--- src/inc/usb_tok_pkg.sv ---
// ****************************************************************
// shared types and constants for the token decoder and ep2 path
// ****************************************************************
package usb_tok_pkg;

	// token pids as seen after the pid check bits are stripped
	localparam logic [3:0] PID_OUT = 4'h1;
	localparam logic [3:0] PID_IN = 4'h9;
	localparam logic [3:0] PID_SETUP = 4'hd;

	// address used before software assigns one
	localparam logic [6:0] DEFAULT_ADDR = 7'h00;

	// endpoints this device implements: 0, 1 (out) and 2 (in)
	localparam logic [3:0] EP_LAST = 4'h2;
	localparam logic [3:0] EP_RX = 4'h1;
	localparam logic [3:0] EP_TX = 4'h2;

	// underrun protection enable inside the device control register
	localparam int PROTECT_BIT = 7;

	// transmit fifo shape
	localparam int TX_FIFO_WIDTH = 8;
	localparam int TX_FIFO_DEPTH = 32;

	// crc constants, usb polynomials
	localparam logic [4:0] CRC5_INIT = 5'h1f;
	localparam logic [4:0] CRC5_POLY = 5'h05;
	localparam logic [15:0] CRC16_INIT = 16'hffff;
	localparam logic [15:0] CRC16_POLY = 16'h8005;
	// xor mask applied to the crc16 field of an underrun packet
	localparam logic [15:0] CRC16_SPOIL = 16'hffff;

	// reset values
	localparam logic [6:0] CNT_RESET = 7'h00;
	localparam logic [7:0] BYTE_RESET = 8'h00;

	// one decoded token, fields in bus order (bit 0 first on the wire)
	typedef struct packed {
		logic [3:0] pid;
		logic [6:0] addr;
		logic [3:0] endp;
		logic [4:0] crc5;
	} token_t;

	// main sequencer
	typedef enum logic [2:0] {
		ST_IDLE = 3'b000,
		ST_OUT_DATA = 3'b001,
		ST_TX_DATA = 3'b010,
		ST_TX_CRC_LO = 3'b011,
		ST_TX_CRC_HI = 3'b100
	} seq_state_t;

	// crc5 field over address and endpoint, as it stands in the token
	function automatic logic [4:0] crc5_field(input logic [10:0] d);
		logic [4:0] c;
		logic [4:0] r;
		logic fb;
		c = CRC5_INIT;
		for (int i = 0; i < 11; i++) begin
			fb = d[i] ^ c[4];
			c = {c[3:0], 1'b0} ^ (fb ? CRC5_POLY : 5'h00);
		end
		c = ~c;
		for (int i = 0; i < 5; i++) begin
			r[i] = c[4 - i];
		end
		return r;
	endfunction

	// running crc16 over one byte, lsb first
	function automatic logic [15:0] crc16_step(input logic [15:0] c_in, input logic [7:0] d);
		logic [15:0] c;
		logic fb;
		c = c_in;
		for (int i = 0; i < 8; i++) begin
			fb = d[i] ^ c[15];
			c = {c[14:0], 1'b0} ^ (fb ? CRC16_POLY : 16'h0000);
		end
		return c;
	endfunction

	// crc16 field as sent, low byte first
	function automatic logic [15:0] crc16_field(input logic [15:0] c_in);
		logic [15:0] c;
		logic [15:0] r;
		c = ~c_in;
		for (int i = 0; i < 16; i++) begin
			r[i] = c[15 - i];
		end
		return r;
	endfunction

endpackage

--- src/hw/tx_fifo.sv ---
`timescale 1ns/100ps
// ****************************************************************
// transmit fifo with registered read data and registered ready
// ****************************************************************
module tx_fifo #(
	parameter int WIDTH = 8,
	parameter int DEPTH = 32
) (
	input wire logic core_clk_i,
	input wire logic reset_n_i,
	input wire logic ce_i,
	input wire logic flush_i,
	input wire logic in_valid_i,
	input wire logic [WIDTH-1:0] in_data_i,
	output logic in_ready_o,
	output logic out_valid_o,
	output logic [WIDTH-1:0] out_data_o,
	input wire logic out_ready_i
);
	localparam int AW = $clog2(DEPTH);

	// all fifo state; the output word sits in its own register
	typedef struct packed {
		logic [DEPTH-1:0][WIDTH-1:0] mem;
		logic [AW-1:0] wptr;
		logic [AW-1:0] rptr;
		logic [AW:0] cnt;
		logic in_ready;
		logic out_valid;
		logic [WIDTH-1:0] out_data;
	} fifo_state_t;

	fifo_state_t st_ff;
	fifo_state_t nxt_st;
	logic push;
	logic take;
	logic load;

	// ****************************************************************
	// next state
	// ****************************************************************
	always_comb begin
		nxt_st = st_ff;
		push = in_valid_i && st_ff.in_ready;
		take = st_ff.out_valid && out_ready_i;
		// refill the output register from memory whenever it frees up
		load = (st_ff.cnt != '0) && (!st_ff.out_valid || take);
		if (push) begin
			nxt_st.mem[st_ff.wptr] = in_data_i;
			nxt_st.wptr = st_ff.wptr + 1'b1;
		end
		if (load) begin
			nxt_st.out_data = st_ff.mem[st_ff.rptr];
			nxt_st.rptr = st_ff.rptr + 1'b1;
			nxt_st.out_valid = 1'b1;
		end else if (take) begin
			nxt_st.out_valid = 1'b0;
		end
		nxt_st.cnt = st_ff.cnt + {{AW{1'b0}}, push} - {{AW{1'b0}}, load};
		// flush drops everything, stored or in flight
		if (flush_i) begin
			nxt_st.wptr = '0;
			nxt_st.rptr = '0;
			nxt_st.cnt = '0;
			nxt_st.out_valid = 1'b0;
		end
		// ready is registered so the filling side sees a clean level
		nxt_st.in_ready = (nxt_st.cnt < (AW+1)'(DEPTH));
	end

	// ****************************************************************
	// state register
	// ****************************************************************
	always_ff @(posedge core_clk_i or negedge reset_n_i) begin
		if (!reset_n_i) begin
			st_ff <= '0;
		end else if (ce_i) begin
			st_ff <= nxt_st;
		end
	end

	assign in_ready_o = st_ff.in_ready;
	assign out_valid_o = st_ff.out_valid;
	assign out_data_o = st_ff.out_data;
endmodule

--- src/hw/usb_token_ep2.sv ---
`timescale 1ns/100ps
// ****************************************************************
// token decoder, endpoint 1 receive gate, endpoint 2 transmit path
// ****************************************************************

// How it works
// - answer only tokens carrying our address
// - address, endpoint and crc5 checked together
// - endpoint 1 out data only after matching token
// - before assignment only default address answered
// - unknown endpoint drops back to idle at once
// - fifo filled on request, sent after in
// - empty fifo resends the old byte unless control bit 7 set
// - underrun guard only while control bit 7 set
// - bytes popped one at a time from fifo
module usb_token_ep2 (
	input wire logic core_clk_i,
	input wire logic reset_n_i,
	input wire logic ce_i,
	input wire logic bus_reset_i,
	input wire logic addr_set_i,
	input wire logic [6:0] dev_addr_i,
	input wire logic [7:0] usb_device_control_reg_i,
	input wire logic tok_valid_i,
	input wire usb_tok_pkg::token_t tok_i,
	input wire logic rx_valid_i,
	input wire logic [7:0] rx_data_i,
	input wire logic rx_eop_i,
	output logic tok_hit_o,
	output logic [3:0] tok_ep_o,
	output logic ep1_valid_o,
	output logic [7:0] ep1_data_o,
	output logic ep1_eop_o,
	input wire logic fill_valid_i,
	input wire logic [7:0] fill_data_i,
	output logic fill_ready_o,
	input wire logic [6:0] ep2_len_i,
	input wire logic tx_ready_i,
	output logic tx_valid_o,
	output logic [7:0] tx_data_o,
	output logic tx_last_o,
	output logic underrun_o,
	input wire logic underrun_clr_i
);
	// whole block state in one record
	typedef struct packed {
		usb_tok_pkg::seq_state_t state;
		logic [6:0] addr; // address given by software
		logic addr_assigned; // low after bus reset
		logic [6:0] cnt; // bytes sent in this packet
		logic [15:0] crc16; // running crc of sent bytes
		logic spoil; // underrun seen in this packet
		logic [7:0] last_byte; // byte a legacy underrun repeats
		logic tok_hit;
		logic [3:0] tok_ep;
		logic ep1_valid;
		logic [7:0] ep1_data;
		logic ep1_eop;
		logic tx_valid;
		logic [7:0] tx_data;
		logic tx_last;
		logic underrun;
	} blk_state_t;

	blk_state_t st_ff;
	blk_state_t nxt_st;

	logic fifo_valid; // fifo output word present
	logic [7:0] fifo_data; // fifo output word
	logic fifo_pop; // shifter takes the fifo word
	logic protect; // underrun guard enabled
	logic [6:0] cur_addr; // address we answer to now
	logic tok_addr_ok; // address field matches
	logic tok_crc_ok; // crc5 consistent with address and endpoint
	logic tok_ours; // whole token is for us
	logic [15:0] crc_out; // crc16 field to send

	// ****************************************************************
	// transmit fifo
	// ****************************************************************
	// flushed on bus reset, so a new host sees old data only as a legacy underrun repeat of last_byte
	tx_fifo #(
		.WIDTH(usb_tok_pkg::TX_FIFO_WIDTH),
		.DEPTH(usb_tok_pkg::TX_FIFO_DEPTH)
	) u_tx_fifo (
		.core_clk_i(core_clk_i),
		.reset_n_i(reset_n_i),
		.ce_i(ce_i),
		.flush_i(bus_reset_i),
		.in_valid_i(fill_valid_i),
		.in_data_i(fill_data_i),
		.in_ready_o(fill_ready_o),
		.out_valid_o(fifo_valid),
		.out_data_o(fifo_data),
		.out_ready_i(fifo_pop)
	);

	// ****************************************************************
	// token match, all fields together
	// ****************************************************************
	always_comb begin
		// default address until software assigns one
		cur_addr = st_ff.addr_assigned ? st_ff.addr : usb_tok_pkg::DEFAULT_ADDR;
		tok_addr_ok = (tok_i.addr == cur_addr);
		// crc5 must agree with the received address and endpoint
		tok_crc_ok = (tok_i.crc5 == usb_tok_pkg::crc5_field({tok_i.endp, tok_i.addr}));
		tok_ours = tok_valid_i && tok_addr_ok && tok_crc_ok;
		protect = usb_device_control_reg_i[usb_tok_pkg::PROTECT_BIT];
		crc_out = usb_tok_pkg::crc16_field(st_ff.crc16) ^ (st_ff.spoil ? usb_tok_pkg::CRC16_SPOIL : 16'h0000);
		// one byte per shifter request, only while it is there
		fifo_pop = (st_ff.state == usb_tok_pkg::ST_TX_DATA) && tx_ready_i && fifo_valid;
	end

	// ****************************************************************
	// sequencer
	// ****************************************************************
	always_comb begin
		nxt_st = st_ff;
		// pulses last one cycle
		nxt_st.tok_hit = 1'b0;
		nxt_st.ep1_valid = 1'b0;
		nxt_st.ep1_eop = 1'b0;
		nxt_st.tx_valid = 1'b0;
		nxt_st.tx_last = 1'b0;
		// address capture from software
		if (addr_set_i) begin
			nxt_st.addr = dev_addr_i;
			nxt_st.addr_assigned = 1'b1;
		end
		case (st_ff.state)
			usb_tok_pkg::ST_IDLE,
			usb_tok_pkg::ST_OUT_DATA: begin
				// receive bytes pass only inside a matched ep1 out
				if (st_ff.state == usb_tok_pkg::ST_OUT_DATA && rx_valid_i) begin
					nxt_st.ep1_valid = 1'b1;
					nxt_st.ep1_data = rx_data_i;
				end
				if (st_ff.state == usb_tok_pkg::ST_OUT_DATA && rx_eop_i) begin
					nxt_st.ep1_eop = 1'b1;
					nxt_st.state = usb_tok_pkg::ST_IDLE;
				end
				// every valid token restarts decoding, never a wait
				if (tok_valid_i) begin
					nxt_st.state = usb_tok_pkg::ST_IDLE;
					if (tok_ours && tok_i.endp <= usb_tok_pkg::EP_LAST) begin
						nxt_st.tok_hit = 1'b1;
						nxt_st.tok_ep = tok_i.endp;
						if (tok_i.pid == usb_tok_pkg::PID_OUT && tok_i.endp == usb_tok_pkg::EP_RX) begin
							nxt_st.state = usb_tok_pkg::ST_OUT_DATA;
						end else if (tok_i.pid == usb_tok_pkg::PID_IN && tok_i.endp == usb_tok_pkg::EP_TX) begin
							// transmission starts only on an in token
							nxt_st.cnt = usb_tok_pkg::CNT_RESET;
							nxt_st.crc16 = usb_tok_pkg::CRC16_INIT;
							nxt_st.spoil = 1'b0;
							nxt_st.state = (ep2_len_i == usb_tok_pkg::CNT_RESET) ?
								usb_tok_pkg::ST_TX_CRC_LO : usb_tok_pkg::ST_TX_DATA;
						end
					end
				end
			end
			usb_tok_pkg::ST_TX_DATA: begin
				if (tx_ready_i) begin
					if (fifo_valid) begin
						// bottom word goes to the shifter
						nxt_st.tx_valid = 1'b1;
						nxt_st.tx_data = fifo_data;
						nxt_st.last_byte = fifo_data;
						nxt_st.crc16 = usb_tok_pkg::crc16_step(st_ff.crc16, fifo_data);
						nxt_st.cnt = st_ff.cnt + 7'h01;
						if (st_ff.cnt + 7'h01 == ep2_len_i) begin
							nxt_st.state = usb_tok_pkg::ST_TX_CRC_LO;
						end
					end else if (protect) begin
						// cut the packet short instead of resending
						// spoil the crc so the host retries
						nxt_st.spoil = 1'b1;
						nxt_st.state = usb_tok_pkg::ST_TX_CRC_LO;
					end else begin
						// guard off, the old byte goes out again
						nxt_st.tx_valid = 1'b1;
						nxt_st.tx_data = st_ff.last_byte;
						nxt_st.crc16 = usb_tok_pkg::crc16_step(st_ff.crc16, st_ff.last_byte);
						nxt_st.cnt = st_ff.cnt + 7'h01;
						if (st_ff.cnt + 7'h01 == ep2_len_i) begin
							nxt_st.state = usb_tok_pkg::ST_TX_CRC_LO;
						end
					end
				end
			end
			usb_tok_pkg::ST_TX_CRC_LO: begin
				if (tx_ready_i) begin
					nxt_st.tx_valid = 1'b1;
					nxt_st.tx_data = crc_out[7:0];
					nxt_st.state = usb_tok_pkg::ST_TX_CRC_HI;
				end
			end
			usb_tok_pkg::ST_TX_CRC_HI: begin
				if (tx_ready_i) begin
					nxt_st.tx_valid = 1'b1;
					nxt_st.tx_data = crc_out[15:8];
					nxt_st.tx_last = 1'b1;
					nxt_st.state = usb_tok_pkg::ST_IDLE;
				end
			end
			default: begin
				nxt_st.state = usb_tok_pkg::ST_IDLE;
			end
		endcase
		// sticky flag, a new underrun wins over the clear
		nxt_st.underrun = (st_ff.underrun && !underrun_clr_i) ||
			(st_ff.state == usb_tok_pkg::ST_TX_DATA && tx_ready_i && !fifo_valid && protect);
		// bus reset forgets the address and aborts any packet
		if (bus_reset_i) begin
			nxt_st.addr_assigned = 1'b0;
			nxt_st.state = usb_tok_pkg::ST_IDLE;
		end
	end

	// ****************************************************************
	// state register
	// ****************************************************************
	always_ff @(posedge core_clk_i or negedge reset_n_i) begin
		if (!reset_n_i) begin
			st_ff <= '0;
		end else if (ce_i) begin
			st_ff <= nxt_st;
		end
	end

	assign tok_hit_o = st_ff.tok_hit;
	assign tok_ep_o = st_ff.tok_ep;
	assign ep1_valid_o = st_ff.ep1_valid;
	assign ep1_data_o = st_ff.ep1_data;
	assign ep1_eop_o = st_ff.ep1_eop;
	assign tx_valid_o = st_ff.tx_valid;
	assign tx_data_o = st_ff.tx_data;
	assign tx_last_o = st_ff.tx_last;
	assign underrun_o = st_ff.underrun;
endmodule

--- config.mk ---
export PLATFORM = sky130hd
export DESIGN_NAME = usb_token_ep2
export DESIGN_NICKNAME = d
export VERILOG_FILES = /design/src/inc/usb_tok_pkg.sv /design/src/hw/tx_fifo.sv /design/src/hw/usb_token_ep2.sv
export SDC_FILE = /design/constraint.sdc
export NUM_CORES = 1
export LEC_CHECK = 0
export BUFFER_PORTS_ARGS = -buffer_cell sky130_fd_sc_hd__buf_2
export CAP_MARGIN = 20
export CELL_PAD_IN_SITES_DETAIL_PLACEMENT = 1
export CELL_PAD_IN_SITES_GLOBAL_PLACEMENT = 2
export CORE_MARGIN = 2
export CORE_UTILIZATION = 45
export DETAILED_ROUTE_END_ITERATION = 16
export PLACE_DENSITY = 0.91
export SLEW_MARGIN = 20
export SYNTH_ARGS = -nofsm -noshare
export SYNTH_HDL_FRONTEND = slang
export SYNTH_SLANG_ARGS = --single-unit
--- constraint.sdc ---
create_clock -name core_clk_i -period 5.55 [get_ports core_clk_i]
set_input_delay 1.11 -clock core_clk_i [delete_from_list [all_inputs] [get_ports core_clk_i]]
set_output_delay 1.11 -clock core_clk_i [all_outputs]
set_load 0.005 [all_outputs]
==> summary.txt <==
Synth
  – Post-synthesis async set-or-reset flop share: 1.00
  – Sequential share of the synthesized area: 0.502
  – Top cells by area, synth: dfrtp_1, mux2_2, mux4_2
  – Synth unique cells: 70
  – Commonest cells in the netlist: dfrtp_1, mux2_2, mux4_2, nor2_1, clkbuf_1
  – #FFs+latches synth: around 350
  – Post-Syn Area: 17500 um2
  – Syn_nets: between 1000 and 1500
  – Post-synth EDFFs: 0
  – Post-synth top area share: 0.502
  – Synthesized instance count: between 1000 and 1500
  – Avg Cell Area, Syn: between 10 and 15 um2
  – Yosys top cell by area: dfrtp_1
  – Yosys warnings: 0
  – Most numerous cell in the Yosys netlist: dfrtp_1
  – Main synth FF type: dfrtp_1

Floorplanning
  – DIE AREA: slightly above 40000 um2
  – Die Span X: between 200 and 250 um
  – Core Rows: just over 70
  – Height of the die: around 200 um
  – Initial Util: 0.454
  – Top Ports: 96
  – Core area: 38600 um2

Run status
  – Status: finished clean

CTS
  – Number of clock sinks: 351
  – Worst-path clk slew: about 0.06 ns
  – H-tree depth: 2
  – Root buffer cell: clkbuf_16
  – Clk buf depth: 3
  – Post-cts sizing count: 0
  – Worst-Skew Late Latency: approximately 0.54 ns
  – Hold Buf Count CTS: 0
  – Cts bufs inserted: 39
  – Post-CTS Setup Bufs: 0
  – CTS tree: yes

Job
  – Max-Cap Viols: 0

Place
  – Gpl congestion: slightly below 0.8
  – Hpwl dp: between 20000 and 30000 um
  – Placement Cell Area: 18200 um2
  – IO buf count: 88

STA
  – Worst-Margin Slew: about 1.0 ns
  – Crit share post-route: 0.619
  – Max Slew Vio Count: 0
  – Hold Fails Final Rpt: 0
  – FMAX: 291 MHz
  – Minimum clock period: 3.44 ns
  – Setup TNS: 0 ns
  – RSZ-0062 raised after global routing: false
  – Setup Skew: just under 0.02 ns
  – Setup violators final: 0
  – Worst rel slew slack: 0.310
  – Min Hold Slack: 0.473 ns

Global route
  – Vias in the first global route: 12000
  – Largest net degree at the start of global routing: 143
  – Global-route wire length before repair: just under 70000 um
  – Overflow after GRT: 0
  – Tot GR Track Use: 0.216
  – Antenna violations before repair: 1

Hold path
  – Hold WC Path Type: register to register

Power and ir drop
  – Maximum vdd drop: 252 uV
  – Psw: between 0.002 and 0.0025 W
  – Switch share: 0.296
  – Pwr Total: between 0.007 and 0.008 W
  – Sequential Power Share: 0.425
  – Power Density: around 380 nW/um2
  – Gate power share: 0.225
  – P_int: 0.00514 W
  – Leak Pwr: 8.97 nW
  – Clock share of power: 0.351

Setup path
  – Req. time, crit path: 5.95 ns
  – Nature of the critical path startpoint: primary input
  – Critical path class: primary input to register
  – CP max FO: 24
  – Critical path data arrival time: roughly 3.8 ns
  – Reg2Reg Setup Slack: approximately 2.2 ns
  – Crit path capture type: register

Drt
  – Vias/cell: 5.76
  – Antenna-violating nets left: 0
  – Total routed wirelength: around 42000 um
  – Vias: around 11000
  – DR pass1 iterations: 4
  – Drt drc: 0
  – Initial DRC Count: 591
  – DR WL/cell: around 23 um

Final layout
  – Fillers: a little under 4000
  – Nets: 1416
  – Final non-filler cell area: slightly below 20000 um2
  – Area grow syn2layout: 11.2%
  – Share of layout cells above drive strength 1: 0.405
  – Ant diodes: 0
power by group through the flow:
stage          combinational (W)  sequential [W]  clock (W)
5_1_grt                  0.00180         0.00316    0.00272
3_5_place_dp             0.00164         0.00315          0
6_report                 0.00164         0.00310    0.00256
4_1_cts                  0.00167         0.00311    0.00263
2_1_floorplan            0.00138         0.00292          0
3_3_place_gp             0.00159         0.00313          0
critical path: stages:
cell     delay (ns)
buf_2          0.35
nand2_1        0.29
a32oi_1        0.52
ha_1           0.22
inv_1          0.05
ha_1           0.23
fa_1           0.44
a21oi_1        0.18
nor2_1         0.06
nor2_1         0.12
xor2_1         0.17
o22ai_1        0.08
through the flow:
step / utilization / setup slack (ns) / cells
2_1_floorplan: - / 2.54 / 1296
3_3_place_gp: 0.472 / 1.63 / 1809
3_5_place_dp: 0.472 / 1.53 / 1809
4_1_cts: 0.505 / 2.08 / 1876
5_1_grt: 0.505 / 1.85 / 1876
6_report: 0.505 / 2.11 / 1876
cell families after synthesis:
kind of cell | count (synthesis) | synth area share
compound gates | 149 | 0.0622
xor+xnor | 79 | 0.0453
buf+inv | 125 | 0.0338
flops | 351 | 0.502
fa+ha+maj | 15 | 0.0112
mux | 374 | 0.291
simple gates | 203 | 0.0543
state kept, by name, indices dropped and copies added (netlist names):
signal and count:
u_tx_fifo.in_ready_o 1, tx_last_o 1, tok_ep_o 4, tx_data_o 8, u_tx_fifo.out_data_o 8, tx_valid_o 1
tok_hit_o 1, u_tx_fifo.st_ff 272, ep1_eop_o 1, ep1_data_o 8, underrun_o 1, ep1_valid_o 1
u_tx_fifo.out_valid_o 1, st_ff 43
cell type report:
type | instances | area [um2] | area share
Tap cell | 518 | 648 | 0.0333
Clock buffer | 58 | 1150 | 0.0590
Multi-Input combinational cell | 820 | 8140 | 0.418
Timing Repair Buffer | 95 | 528 | 0.0271
Sequential cell | 351 | 8790 | 0.452
Clock inverter | 9 | 110 | 0.00566
Inverter | 25 | 93.8 | 0.00482
metal layers:
metal	routed length, um	share of wire	GRT usage
met1	18300	0.43	0.285
met5	13	0.00031	0
met3	1600	0.038	0.0316
met2	21500	0.51	0.375
met4	1010	0.024	0.0578
placed cells by master, fill, tap and decap left out, drive strengths merged, types with 14 or more instances in the layout:
cell type,count
o21ai,25
o22ai,14
mux2,282
a21oi,42
xor2,26
buf,95
inv,25
clkbuf,58
mux4,80
nand2,53
ha,14
dfrtp,351
nor2,80
xnor2,46
a2bb2oi,16
path summary, 6_finish.rpt:
path                                        startpoint                                to  depth (start not counted)
worst max-delay path                        tx_ready_i   u_tx_fifo.st_ff[14]$_DFFE_PN0P_                         12
worst min-delay path            tx_valid_o$_DFFE_PN0P_            tx_valid_o$_DFFE_PN0P_                          1
worst max register to register   st_ff[67]$_DFFE_PN0P_   u_tx_fifo.st_ff[14]$_DFFE_PN0P_                         12
worst min register to register  tx_valid_o$_DFFE_PN0P_            tx_valid_o$_DFFE_PN0P_                          1
max in group asynchronous                    reset_n_i  u_tx_fifo.st_ff[203]$_DFFE_PN0P_                          2
min in group asynchronous                    reset_n_i             st_ff[59]$_DFFE_PN0P_                          1
No activity file was read; power rests on OpenSTA's default activity.
